===== src/logic/ppd_power_map.vh =====
// Register map, field positions, reset values and timing for the power controller
// Assumes a 100 MHz system clock and a clause 22 style management frame
`ifndef PPD_POWER_MAP_VH
`define PPD_POWER_MAP_VH
// Clock rate
`define PPD_CLK_MHZ 100
`define PPD_CLK_KHZ 100000
// Management addresses
`define PPD_PHY_ADDR 5'h00
`define PPD_ADR_BASIC 16'h0000
`define PPD_ADR_CTRL2 16'h0015
`define PPD_ADR_LED1 16'h001b
`define PPD_ADR_LED2 16'h001c
`define PPD_ADR_LED3 16'h001d
`define PPD_ADR_EXT_PTR 16'h0010
`define PPD_ADR_EXT_DATA 16'h0011
`define PPD_ADR_ENERGY_EFFICIENT_ADVERTISE 16'h8001
// Field positions
`define PPD_SOFT_PD_BIT 11
`define PPD_SLEEP_EN_BIT 3
`define PPD_GIG_ADV_BIT 2
`define PPD_FAST_ADV_BIT 1
`define PPD_LED_OVR_BIT 0
`define PPD_LED_ON_BIT 1
// Reset values
`define PPD_RST_BASIC 16'h1140
`define PPD_RST_ZERO 16'h0000
// Frame opcodes
`define PPD_OP_READ 2'h2
`define PPD_OP_WRITE 2'h1
`define PPD_PREAMBLE_LEN 6'h20
// Timing in printed units
`define PPD_WAKE_GIG_US 16
`define PPD_WAKE_FAST_US 20
`define PPD_SILENCE_MS 3000
`define PPD_PULSE_MS 1000
`define PPD_REFRESH_MS 20
`define PPD_BLINK_MS 50
// Derived cycle counts
`define PPD_WAKE_GIG_CYC (`PPD_WAKE_GIG_US * `PPD_CLK_MHZ)
`define PPD_WAKE_FAST_CYC (`PPD_WAKE_FAST_US * `PPD_CLK_MHZ)
`define PPD_SILENCE_CYC (`PPD_SILENCE_MS * `PPD_CLK_KHZ)
`define PPD_PULSE_CYC (`PPD_PULSE_MS * `PPD_CLK_KHZ)
`define PPD_REFRESH_CYC (`PPD_REFRESH_MS * `PPD_CLK_KHZ)
`define PPD_BLINK_CYC (`PPD_BLINK_MS * `PPD_CLK_KHZ)
`endif


===== src/logic/ppd_power_ctrl_end.v =====
`timescale 1ns/100ps
`default_nettype none
// Holds no logic; the whole controller lives in ppd_power_ctrl.v
`default_nettype wire


===== src/logic/ppd_power_ctrl.v =====
// Power-mode, management and status lamp controller for a single-port PHY
// Assumes pins arrive unsynchronised; SYS_RST mirrors the chip reset pin
`timescale 1ns/100ps
`default_nettype none
`include "ppd_power_map.vh"
module ppd_power_ctrl
#(
  parameter [31:0] SILENCE_CYC = `PPD_SILENCE_CYC,
  parameter [31:0] PULSE_CYC = `PPD_PULSE_CYC,
  parameter [31:0] REFRESH_CYC = `PPD_REFRESH_CYC,
  parameter [31:0] BLINK_CYC = `PPD_BLINK_CYC
)
(
  // Clock and reset
  input wire CLK,
  input wire SYS_RST,
  // Management pins
  input wire MDC,
  input wire MDIO_I,
  output reg MDIO_O,
  output reg MDIO_OE,
  // Straps and lamp pin
  input wire STRAP_SOFT_PD,
  input wire STRAP_SLEEP,
  input wire STRAP_EEE,
  input wire LAMP_I,
  output reg LAMP_O,
  output reg LAMP_OE,
  // Line and link status
  input wire LINE_ENERGY,
  input wire LINK_UP,
  input wire LINK_GIG,
  input wire PARTNER_GIG_EEE,
  input wire PARTNER_FAST_EEE,
  input wire ACTIVITY,
  input wire REMOTE_WAKE,
  // MAC side
  input wire LPI_REQ,
  output reg MAC_OUT_EN,
  output reg MAC_FORCE_IDLE,
  output reg DATA_READY,
  // Clock selection and enables
  input wire GCLK_SEL_125,
  output reg CLK_MULT_EN,
  output reg GEN_CLK_EN,
  output reg REF_CLK_EN,
  output reg CORE_CLK_RUN,
  // Line side actions
  output reg LINE_EN,
  output reg LINK_START,
  output reg LINK_PULSE,
  output reg LPI_REFRESH,
  output reg EEE_LINK,
  output reg [5:0] POWER_STATE
);

  localparam [5:0] P_HWPD = 6'h01;
  localparam [5:0] P_SWPD = 6'h02;
  localparam [5:0] P_NORM = 6'h04;
  localparam [5:0] P_EDPD = 6'h08;
  localparam [5:0] P_LPI = 6'h10;
  localparam [5:0] P_WAKE = 6'h20;
  localparam [4:0] M_IDLE = 5'h01;
  localparam [4:0] M_HDR = 5'h02;
  localparam [4:0] M_TA = 5'h04;
  localparam [4:0] M_RD = 5'h08;
  localparam [4:0] M_WR = 5'h10;
  localparam [31:0] WAKE_GIG = `PPD_WAKE_GIG_CYC;
  localparam [31:0] WAKE_FAST = `PPD_WAKE_FAST_CYC;

  // Two-flop synchronisers for every pin input except SYS_RST and GCLK_SEL_125
  reg [13:0] sync1;
  reg [13:0] sync2;
  reg mdc_d;
  wire [13:0] pins = {REMOTE_WAKE, LPI_REQ, ACTIVITY, PARTNER_FAST_EEE,
    PARTNER_GIG_EEE, LINK_GIG, LINK_UP, LINE_ENERGY, LAMP_I, STRAP_EEE,
    STRAP_SLEEP, STRAP_SOFT_PD, MDIO_I, MDC};
  wire s_mdc = sync2[0];
  wire s_mdio = sync2[1];
  wire s_strap_soft = sync2[2];
  wire s_strap_sleep = sync2[3];
  wire s_strap_eee = sync2[4];
  wire s_lamp = sync2[5];
  wire s_energy = sync2[6];
  wire s_link = sync2[7];
  wire s_gig = sync2[8];
  wire s_p_gig = sync2[9];
  wire s_p_fast = sync2[10];
  wire s_act = sync2[11];
  wire s_lpi_req = sync2[12];
  wire s_rwake = sync2[13];
  wire mdc_rise = s_mdc & ~mdc_d;

  always @(posedge CLK)
  begin
    sync1 <= pins;
    sync2 <= sync1;
  end

  // Registers
  reg [15:0] basic_control;
  reg [15:0] phy_control_status_two;
  reg [15:0] led_control_one;
  reg [15:0] led_control_two;
  reg [15:0] led_control_three;
  reg [15:0] energy_efficient_advertise;
  reg [15:0] ext_ptr;
  reg straps_taken;
  reg lamp_active_low;

  wire soft_powerdown_bit = basic_control[`PPD_SOFT_PD_BIT];
  wire energy_detect_sleep_enable =
    phy_control_status_two[`PPD_SLEEP_EN_BIT];
  wire gigabit_efficient_advertise =
    energy_efficient_advertise[`PPD_GIG_ADV_BIT];
  wire fast_efficient_advertise =
    energy_efficient_advertise[`PPD_FAST_ADV_BIT];

  function [15:0] read_reg;
    input [15:0] adr;
    begin
      case (adr)
        `PPD_ADR_BASIC: read_reg = basic_control;
        `PPD_ADR_CTRL2: read_reg = phy_control_status_two;
        `PPD_ADR_LED1: read_reg = led_control_one;
        `PPD_ADR_LED2: read_reg = led_control_two;
        `PPD_ADR_LED3: read_reg = led_control_three;
        `PPD_ADR_EXT_PTR: read_reg = ext_ptr;
        `PPD_ADR_ENERGY_EFFICIENT_ADVERTISE: read_reg = energy_efficient_advertise;
        default: read_reg = `PPD_RST_ZERO;
      endcase
    end
  endfunction

  function [15:0] map_adr;
    input [4:0] regad;
    input [15:0] ptr;
    begin
      if ({11'h000, regad} == `PPD_ADR_EXT_DATA)
        map_adr = ptr;
      else
        map_adr = {11'h000, regad};
    end
  endfunction

  // Management frame slave
  reg [4:0] m_state;
  reg [5:0] pre_cnt;
  reg [3:0] bit_cnt;
  reg [12:0] hdr;
  reg [15:0] sh;
  reg [15:0] frame_adr;
  reg wr_go;
  reg [15:0] wr_adr;
  reg [15:0] wr_data;
  wire [12:0] hdr_full = {hdr[11:0], s_mdio};
  wire hdr_ok = hdr_full[12] & (hdr_full[9:5] == `PPD_PHY_ADDR);
  wire [15:0] hdr_adr = map_adr(hdr_full[4:0], ext_ptr);

  always @(posedge CLK)
  begin
    mdc_d <= s_mdc;
    wr_go <= 1'b0;
    if (SYS_RST)
    begin
      m_state <= M_IDLE;
      pre_cnt <= 6'h00;
      bit_cnt <= 4'h0;
      hdr <= 13'h0000;
      sh <= 16'h0000;
      frame_adr <= 16'h0000;
      wr_adr <= 16'h0000;
      wr_data <= 16'h0000;
      MDIO_O <= 1'b0;
      MDIO_OE <= 1'b0;
    end
    else if (mdc_rise)
    begin
      case (m_state)
        M_IDLE:
        begin
          if (s_mdio)
          begin
            if (pre_cnt != `PPD_PREAMBLE_LEN)
              pre_cnt <= pre_cnt + 6'h01;
          end
          else
          begin
            if (pre_cnt == `PPD_PREAMBLE_LEN)
              m_state <= M_HDR;
            pre_cnt <= 6'h00;
            bit_cnt <= 4'h0;
          end
        end
        M_HDR:
        begin
          hdr <= hdr_full;
          bit_cnt <= bit_cnt + 4'h1;
          if (bit_cnt == 4'hc)
          begin
            bit_cnt <= 4'h0;
            frame_adr <= hdr_adr;
            sh <= read_reg(hdr_adr);
            if (hdr_ok && (hdr_full[11:10] == `PPD_OP_READ ||
                hdr_full[11:10] == `PPD_OP_WRITE))
              m_state <= M_TA;
            else
              m_state <= M_IDLE;
          end
        end
        M_TA:
        begin
          bit_cnt <= bit_cnt + 4'h1;
          if (hdr[11:10] == `PPD_OP_READ)
          begin
            MDIO_OE <= 1'b1;
            MDIO_O <= (bit_cnt == 4'h0) ? 1'b0 : sh[15];
          end
          if (bit_cnt == 4'h1)
          begin
            bit_cnt <= 4'h0;
            m_state <= (hdr[11:10] == `PPD_OP_READ) ? M_RD : M_WR;
          end
        end
        M_RD:
        begin
          bit_cnt <= bit_cnt + 4'h1;
          if (bit_cnt == 4'hf)
          begin
            MDIO_OE <= 1'b0;
            m_state <= M_IDLE;
          end
          else
          begin
            MDIO_O <= sh[14];
            sh <= {sh[14:0], 1'b0};
          end
        end
        M_WR:
        begin
          bit_cnt <= bit_cnt + 4'h1;
          sh <= {sh[14:0], s_mdio};
          if (bit_cnt == 4'hf)
          begin
            wr_go <= 1'b1;
            wr_adr <= frame_adr;
            wr_data <= {sh[14:0], s_mdio};
            m_state <= M_IDLE;
          end
        end
        default: m_state <= M_IDLE;
      endcase
    end
  end

  // Register file with strap capture after reset release
  always @(posedge CLK)
  begin
    if (SYS_RST)
    begin
      basic_control <= `PPD_RST_BASIC;
      phy_control_status_two <= `PPD_RST_ZERO;
      led_control_one <= `PPD_RST_ZERO;
      led_control_two <= `PPD_RST_ZERO;
      led_control_three <= `PPD_RST_ZERO;
      energy_efficient_advertise <= `PPD_RST_ZERO;
      ext_ptr <= `PPD_RST_ZERO;
      straps_taken <= 1'b0;
      lamp_active_low <= 1'b0;
    end
    else if (!straps_taken)
    begin
      straps_taken <= 1'b1;
      basic_control[`PPD_SOFT_PD_BIT] <= s_strap_soft;
      phy_control_status_two[`PPD_SLEEP_EN_BIT] <= s_strap_sleep;
      energy_efficient_advertise[`PPD_GIG_ADV_BIT] <= s_strap_eee;
      energy_efficient_advertise[`PPD_FAST_ADV_BIT] <= s_strap_eee;
      lamp_active_low <= s_lamp;
    end
    else if (wr_go)
    begin
      case (wr_adr)
        `PPD_ADR_BASIC: basic_control <= wr_data;
        `PPD_ADR_CTRL2: phy_control_status_two <= wr_data;
        `PPD_ADR_LED1: led_control_one <= wr_data;
        `PPD_ADR_LED2: led_control_two <= wr_data;
        `PPD_ADR_LED3: led_control_three <= wr_data;
        `PPD_ADR_EXT_PTR: ext_ptr <= wr_data;
        `PPD_ADR_ENERGY_EFFICIENT_ADVERTISE: energy_efficient_advertise <= wr_data;
        default: ext_ptr <= ext_ptr;
      endcase
    end
  end

  // Power mode machine
  reg [5:0] state;
  reg [5:0] next_state;
  reg [31:0] timer;
  wire efficient_link = s_link & (s_gig ?
    (gigabit_efficient_advertise & s_p_gig) :
    (fast_efficient_advertise & s_p_fast));
  wire line_busy = (s_energy | s_link) & ~soft_powerdown_bit;
  wire [31:0] wake_cyc = s_gig ? WAKE_GIG : WAKE_FAST;

  always @*
  begin
    next_state = state;
    case (state)
      P_HWPD:
        if (!straps_taken)
          next_state = s_strap_soft ? P_SWPD : P_NORM;
      P_SWPD:
        if (!soft_powerdown_bit)
          next_state = P_NORM;
      P_NORM:
        if (efficient_link && s_lpi_req)
          next_state = P_LPI;
        else if (energy_detect_sleep_enable && !line_busy &&
            timer >= SILENCE_CYC - 32'h1)
          next_state = P_EDPD;
      P_EDPD:
        if (s_energy)
          next_state = P_NORM;
      P_LPI:
        if (!s_lpi_req || s_rwake || !efficient_link)
          next_state = P_WAKE;
      P_WAKE:
        if (timer >= wake_cyc - 32'h1)
          next_state = P_NORM;
      default: next_state = P_HWPD;
    endcase
    if (soft_powerdown_bit && straps_taken && state != P_HWPD)
      next_state = P_SWPD;
  end

  wire nx_low = next_state == P_SWPD || next_state == P_EDPD ||
    next_state == P_LPI;
  wire nx_run = next_state == P_NORM || next_state == P_WAKE;

  always @(posedge CLK)
  begin
    if (SYS_RST)
    begin
      state <= P_HWPD;
      timer <= 32'h0;
      MAC_OUT_EN <= 1'b0;
      MAC_FORCE_IDLE <= 1'b0;
      DATA_READY <= 1'b0;
      CLK_MULT_EN <= 1'b0;
      GEN_CLK_EN <= 1'b0;
      REF_CLK_EN <= 1'b0;
      CORE_CLK_RUN <= 1'b0;
      LINE_EN <= 1'b0;
      LINK_START <= 1'b0;
      LINK_PULSE <= 1'b0;
      LPI_REFRESH <= 1'b0;
      EEE_LINK <= 1'b0;
      POWER_STATE <= P_HWPD;
    end
    else
    begin
      state <= next_state;
      if (next_state != state)
        timer <= 32'h0;
      else if (state == P_NORM && line_busy)
        timer <= 32'h0;
      else if (state == P_EDPD && timer >= PULSE_CYC - 32'h1)
        timer <= 32'h0;
      else if (state == P_LPI && timer >= REFRESH_CYC - 32'h1)
        timer <= 32'h0;
      else if (timer != 32'hffffffff)
        timer <= timer + 32'h1;
      MAC_OUT_EN <= 1'b1;
      MAC_FORCE_IDLE <= next_state == P_SWPD;
      DATA_READY <= next_state == P_NORM;
      CLK_MULT_EN <= nx_run | (nx_low & GCLK_SEL_125);
      GEN_CLK_EN <= 1'b1;
      REF_CLK_EN <= 1'b1;
      CORE_CLK_RUN <= nx_run;
      LINE_EN <= next_state != P_SWPD;
      LINK_START <= next_state == P_NORM &&
        (state == P_SWPD || state == P_EDPD || state == P_HWPD);
      LINK_PULSE <= (state == P_EDPD && next_state == P_EDPD &&
        timer >= PULSE_CYC - 32'h1) ||
        (state == P_EDPD && next_state == P_NORM);
      LPI_REFRESH <= state == P_LPI && next_state == P_LPI &&
        timer >= REFRESH_CYC - 32'h1;
      EEE_LINK <= efficient_link;
      POWER_STATE <= next_state;
    end
  end

  // Status lamp
  reg [31:0] blink_cnt;
  reg blink_phase;
  wire lamp_on = led_control_one[`PPD_LED_OVR_BIT] ?
    led_control_one[`PPD_LED_ON_BIT] :
    (s_link & (~s_act | blink_phase));

  always @(posedge CLK)
  begin
    if (SYS_RST)
    begin
      blink_cnt <= 32'h0;
      blink_phase <= 1'b0;
      LAMP_O <= 1'b0;
      LAMP_OE <= 1'b0;
    end
    else
    begin
      if (blink_cnt >= BLINK_CYC - 32'h1)
      begin
        blink_cnt <= 32'h0;
        blink_phase <= ~blink_phase;
      end
      else
        blink_cnt <= blink_cnt + 32'h1;
      LAMP_OE <= straps_taken;
      LAMP_O <= lamp_on ^ lamp_active_low;
    end
  end

endmodule // ppd_power_ctrl
`default_nettype wire


===== config.mk =====
export PLATFORM = sky130hd
export DESIGN_NAME = ppd_power_ctrl
export DESIGN_NICKNAME = d
export VERILOG_FILES = /design/src/logic/ppd_power_ctrl_end.v /design/src/logic/ppd_power_ctrl.v
export VERILOG_INCLUDE_DIRS = /design/src /design/src/logic
export SDC_FILE = /design/constraint.sdc
export NUM_CORES = 1
export LEC_CHECK = 0
export BUFFER_PORTS_ARGS = -buffer_cell sky130_fd_sc_hd__buf_2
export CORE_AREA = 2 2 200 182
export CTS_BUF_LIST = sky130_fd_sc_hd__clkbuf_4 sky130_fd_sc_hd__clkbuf_8
export DETAILED_ROUTE_END_ITERATION = 7
export DIE_AREA = 0 0 202 184
export PLACE_DENSITY_LB_ADDON = 0.15
export REMOVE_ABC_BUFFERS = 1
export SLEW_MARGIN = 20
export SYNTH_ARGS = -nofsm -noshare
export SYNTH_HDL_FRONTEND = slang
export SYNTH_SLANG_ARGS = --single-unit

===== constraint.sdc =====
create_clock -name CLK -period 4.2 [get_ports CLK]
set_input_delay 0 -clock CLK [delete_from_list [all_inputs] [get_ports CLK]]
set_output_delay 0 -clock CLK [all_outputs]
set_load 0.01 [all_outputs]

# After elaboration in Yosys (flattened, before gate mapping)
# Index checks and enable logic that the tools add are counted.
[word_totals]
regBits = 319
in_bits = 17
out_inout_bits = 22
elab_cells = 230
[op_classes]
n_addsub = 5
n_lt_le_gt_ge = 5
eq_ne = 54
mux = 50
bitwise = 18
reduce_logical = 57
[ops]
columns = ["op", "count"]
rows = [
  ["$eq A16 B5 Y1 const B", 10],
  ["$pmux W16 S7", 1],
  ["$add A32 B1 Y32 const B", 2],
  ["$mux W6", 10],
  ["$mux W16", 3],
  ["$pmux W16 S3", 1],
  ["$pmux W6 S6", 1],
  ["$reduce_and A3 Y1", 11],
  ["$eq A16 B16 Y1 const B", 2],
  ["$ge A32 B21 Y1 const B", 1],
  ["$ge A32 B23 Y1 const B", 1],
  ["$ge A32 B27 Y1 const B", 1],
  ["$ge A32 B29 Y1 const B", 1],
  ["$ge A32 B32 Y1", 1],
  ["$logic_not A16 Y1", 2],
  ["$ne A32 B32 Y1 const B", 1],
  ["$mux W5", 6],
  ["$mux W12", 2],
  ["$mux W4", 5],
  ["$pmux W5 S4", 1],
  ["$eq A6 B6 Y1 const B", 3],
  ["$pmux W4 S4", 1],
  ["$logic_and A1 B1 Y1", 15],
  ["$ne A2 B2 Y1 const B", 7],
  ["other kinds (44)", 100],
]

# Longest topological paths before layout
[logic_depth]
ltp_word = 14
mapped_depth = 10
mapped_depth_nobuf = 9

# Least setup slack after synthesis
# Ideal clock, no wire load.
[synth_path]
path_type = "register to register"
startpoint = "register state[1]"
endpoint = "register timer[0]"
setup_ns = 0.073
arrival_ns = 2.412
t_required_ns = 4.127
setup_slack_ns = 1.715
stages_incl_launch_ff = 9
path_buffers = 2
period_less_slack_ns = 2.485
path_cell_list = "dfxtp_1 buf_6 or4_4 or3_1 o311a_2 a2111oi_4 nand4b_4 buf_6 nor3_2"
[synth_between]
elab_chain_len = 6
elab_cells_between_ends = 22
classes_between = "8 x eq/ne; 9 x mux; 5 x reduce/logical"
[synth_lines]
columns = ["item", "line_no", "text"]
rows = [
  ["start, declared", "ppd_power_ctrl.v:296", "reg [5:0] state;"],
  ["start signal, assigned", "ppd_power_ctrl.v:362", "state <= next_state;"],
  ["$mux W6", "ppd_power_ctrl.v:318", "else if (energy_detect_sleep_enable && !line_busy &&"],
  ["$mux W6", "ppd_power_ctrl.v:316", "if (efficient_link && s_lpi_req)"],
  ["$pmux W6 S6", "ppd_power_ctrl.v:308", "case (state)"],
  ["$mux W6", "ppd_power_ctrl.v:332", "if (soft_powerdown_bit && straps_taken && state != P_HWPD)"],
  ["$ne A6 B6 Y1", "ppd_power_ctrl.v:363", "if (next_state != state)"],
  ["$reduce_or A5 Y1 (no line) *", "n/a", ""],
  ["end signal, assigned", "ppd_power_ctrl.v:372", "timer <= timer + 32'h1;"],
  ["end, declared", "ppd_power_ctrl.v:298", "reg [31:0] timer;"],
]
# Mark *: on every way between the ends. The rest lies on a longest branch, timed or not.
# A chain may end at the register's enable or synchronous reset.

# Final worst setup path
[layout_path]
startpoint = "register timer[31]"
endpoint = "register timer[23]"
[layout_between]
elab_chain_len = 8
elab_cells_between_ends = 15
classes_between = "4 x order compare; 2 x eq/ne; 5 x mux; 4 x reduce/logical"
[layout_lines]
columns = ["item", "line_no", "text"]
rows = [
  ["$ge A32 B29 Y1", "ppd_power_ctrl.v:319", "timer >= SILENCE_CYC - 32'h1)"],
  ["$logic_and A1 B1 Y1", "ppd_power_ctrl.v:318", ""],
  ["$mux W6", "ppd_power_ctrl.v:318", ""],
  ["$mux W6", "ppd_power_ctrl.v:316", ""],
  ["$pmux W6 S6", "ppd_power_ctrl.v:308", ""],
  ["$mux W6", "ppd_power_ctrl.v:332", ""],
  ["$ne A6 B6 Y1", "ppd_power_ctrl.v:363", ""],
  ["$reduce_or A5 Y1 (no line)", "n/a", ""],
]
# Several ways; a longest one is shown, not always the timed one.

==> impl_results.md <==
- Core area: 34900 um^2
- Pre-antenna DRT Iters: 6
- Place WS: 1110 ps
- Final ANT Viol Nets: 0
- Setup Crit Path Kind: reg2reg
- Met3 usage: 3.49%
- Post-CTS setup buffer count: 0
- Gr ovfl total: 0
- Predominant post-synthesis flop cell: dfxtp_1
- Crit-path cells: or4_1 -> nor4_1 -> nand3_1 -> o41ai_1 -> o21ai_0 -> nand4b_4 -> buf_4 -> nor3_2
- Pins Over Slew Limit: 0
- Number of port buffers: 38
- Yosys warnings: 0
- Commonest cells after routing, fill and taps aside: dfxtp_1 (319), nand2_1 (313), nor2_1 (158)
- Slack of the critical path: 1050 ps
- Final Cycle Share: 74.9%
- Final setup vio count: 0
- Worst-Skew Late Latency: 640 ps
- Area post-placement: 14400 um^2
- Initial Util: 39.8%
- Crit path DAT: 3680 ps
- # DRC: 0
- Clock Sinks: 319
- Global-route usage over all layers: 20.2%
- Vias in the first global route: 11100
- Worst setup SP type: flip-flop
- Routed WL per cell: 17.3 um
- Final min period: 3150 ps
- Met2 Resource Use GR: 31.2%
- DRT Wirelength: 37.9 mm
- Slew headroom: 23.9%
- CTS Root Cell: clkbuf_8
- Post-detail-place hpwl: 23.8 mm
- Outcome: finished clean
- Via count: 11700
- Area Overhead vs Synth: 15.3%
- Routed vias/inst: 5.37
- Met1 Track Usage GR: 28.9%
- Maximum vdd drop: 0.258 mV
- Clock Path Buffers: 3
- Max Fclk: 318 MHz
- Synth unique cells: 77
- Critical path required time: 4730 ps
- GP Congestion: 0.906
- Die area: 37200 um^2
- RSZ-0062 raised after global routing: no
- Fill cells: 3399
- Clock transition at path regs: 60 ps
- Layout cells sized above 1: 12.4%
- H-tree depth: 2
- Critical path's slowest cell: or4_1
- Initial antenna violation count: 0
- Final Skew: 39.9 ps
- Tightest Hold Check Type: in2reg
- FFs w/ async S/R, synth: 0%
- TritonCTS buffer count: 55
- Area occupied by multi-input gates: 6980 um^2
- Most common cell after layout, fill and taps aside: dfxtp_1
- Post-route cell area: 16000 um^2
- Setup crit end kind: flip-flop
- Setup TNS Final: 0 ps
- Post-CTS sizing: 0
- TritonCTS clock tree: yes
- Final Hold Viols: 0
- GRT busiest layer: met2
- Chip Height: 184 um
- CP max FO: 19
- Post-Synthesis Cells: 1636
- FF+latch area: 6390 um^2
- Global-route wire length before repair: 60.9 mm
- Pwr Density: 425 nW/um^2
- Leakage: 0.00556 uW
- Seq/Total Area, Yosys: 45.9%
- Syn Area/Cell: 8.50 um^2
- Nets@finish: 1702
- MaxCap Viol Count: 0
- Count of boundary I/O pins: 39
- Drt first-iter violations: 974
- Seq cells post-synth: 319
- Largest net degree at the start of global routing: 78
- EDFF count, synth: 0
- Rows: 65
- Worst slew pin tran: 1140 ps
- Synthesized area: 13900 um^2
- Slowest stage delay, CP: 640 ps
- Die extent in x: 202 um
[worst max-delay path: cells and delay by family, from the launching register on]
family	cells	cell delay, ps
buffers and inverters	1	390
and+or+nand+nor	5	1860
AOI/OAI and AO/OA	2	490
DFF	1	330
[per-layer routing]
metal | part of all wire [%] | wire length, um
met1 | 49 | 18700
met2 | 44 | 16700
met3 | 4.9 | 1850
met4 | 2.0 | 745
met5 | 0 | 0
[kinds of logic (layout without fill, tap and decap cells)]
kind of cell / Yosys count / in the layout / share of synthesized area (%)
other: 1 / 10 / 0.0270
AOI/OAI and AO/OA: 304 / 304 / 14.3
and+or+nand+nor: 729 / 729 / 25.5
muxes: 73 / 73 / 5.27
DFF: 319 / 319 / 45.9
adders and majority gates: 12 / 12 / 1.08
xor gates and xnor gates: 58 / 58 / 3.65
buffers and inverters: 140 / 215 / 4.21
[flip-flops by register name, summed over array words and instances, names as in the netlist, 12 cells and up]
signal	count
blink_cnt	32
timer	32
basic_control	16
energy_efficient_advertise	16
ext_ptr	16
frame_adr	16
led_control_one	16
led_control_three	16
led_control_two	16
phy_control_status_two	16
sh	16
wr_adr	16
wr_data	16
sync1	14
sync2	14
hdr	12
[cell usage after synthesis (13+ instances only)]
master	number	area share [%]
a31oi_1	23	1.0
nor2b_1	14	0.63
and4_1	13	0.82
o221ai_1	18	1.1
mux2i_1	72	5.2
nand4_1	23	1.0
nor3_2	30	2.2
a221oi_1	30	1.9
nor4_1	13	0.59
inv_1	21	0.57
dfxtp_1	319	46
nand3_1	53	1.9
xnor2_1	22	1.4
clkbuf_1	95	2.6
nand2_1	313	8.5
nor3_1	26	0.94
o21ai_0	23	0.83
xor2_1	36	2.3
a21oi_1	147	5.3
and2_1	13	0.59
nor2_1	158	4.3
and3_1	18	0.81
[cell type report]
type	count	share of cell area, %
inverter	22	0.515
antenna	1	0.0156
sequential	319	39.8
timing repair buffer	90	4.13
clock inverter	18	1.51
multi-input combinational	1185	43.5
clock buffer	85	6.79
tap	469	3.66
[what timing repair did]
item | CTS | global route
hold buffers | 30 | 0
setup endpoints to repair | 0 | 0
hold endpoints to repair | 62 | 0
[metrics by stage]
step	total power (uW)	cells	hold slack (ps)	util (%)
final	6810	2189	246	45.9
after global placement	3530	2055	102	41.3
after detailed placement	3530	2055	104	41.3
after CTS	6880	2188	204	45.9
after global routing	7060	2188	215	45.9
after floorplan	3380	1526	27.7	-
[final timing paths]
check	startpoint	endpoint	slack, ps	cells after the start
max	timer[31]	timer[23]	1050	8
min	GCLK_SEL_125	CLK_MULT_EN	250	4
max reg2reg	timer[31]	timer[23]	1050	8
min reg2reg	sync1[0]	sync2[0]	330	0
[report_power, final]
| group | switching [uW] | total [uW] | internal, uW |
|---|---|---|---|
| registers | 40.6 | 3110 | 3070 |
| logic | 243 | 373 | 130 |
| clock network | 1350 | 3320 | 1980 |
Power figures use the tool's default switching activity.
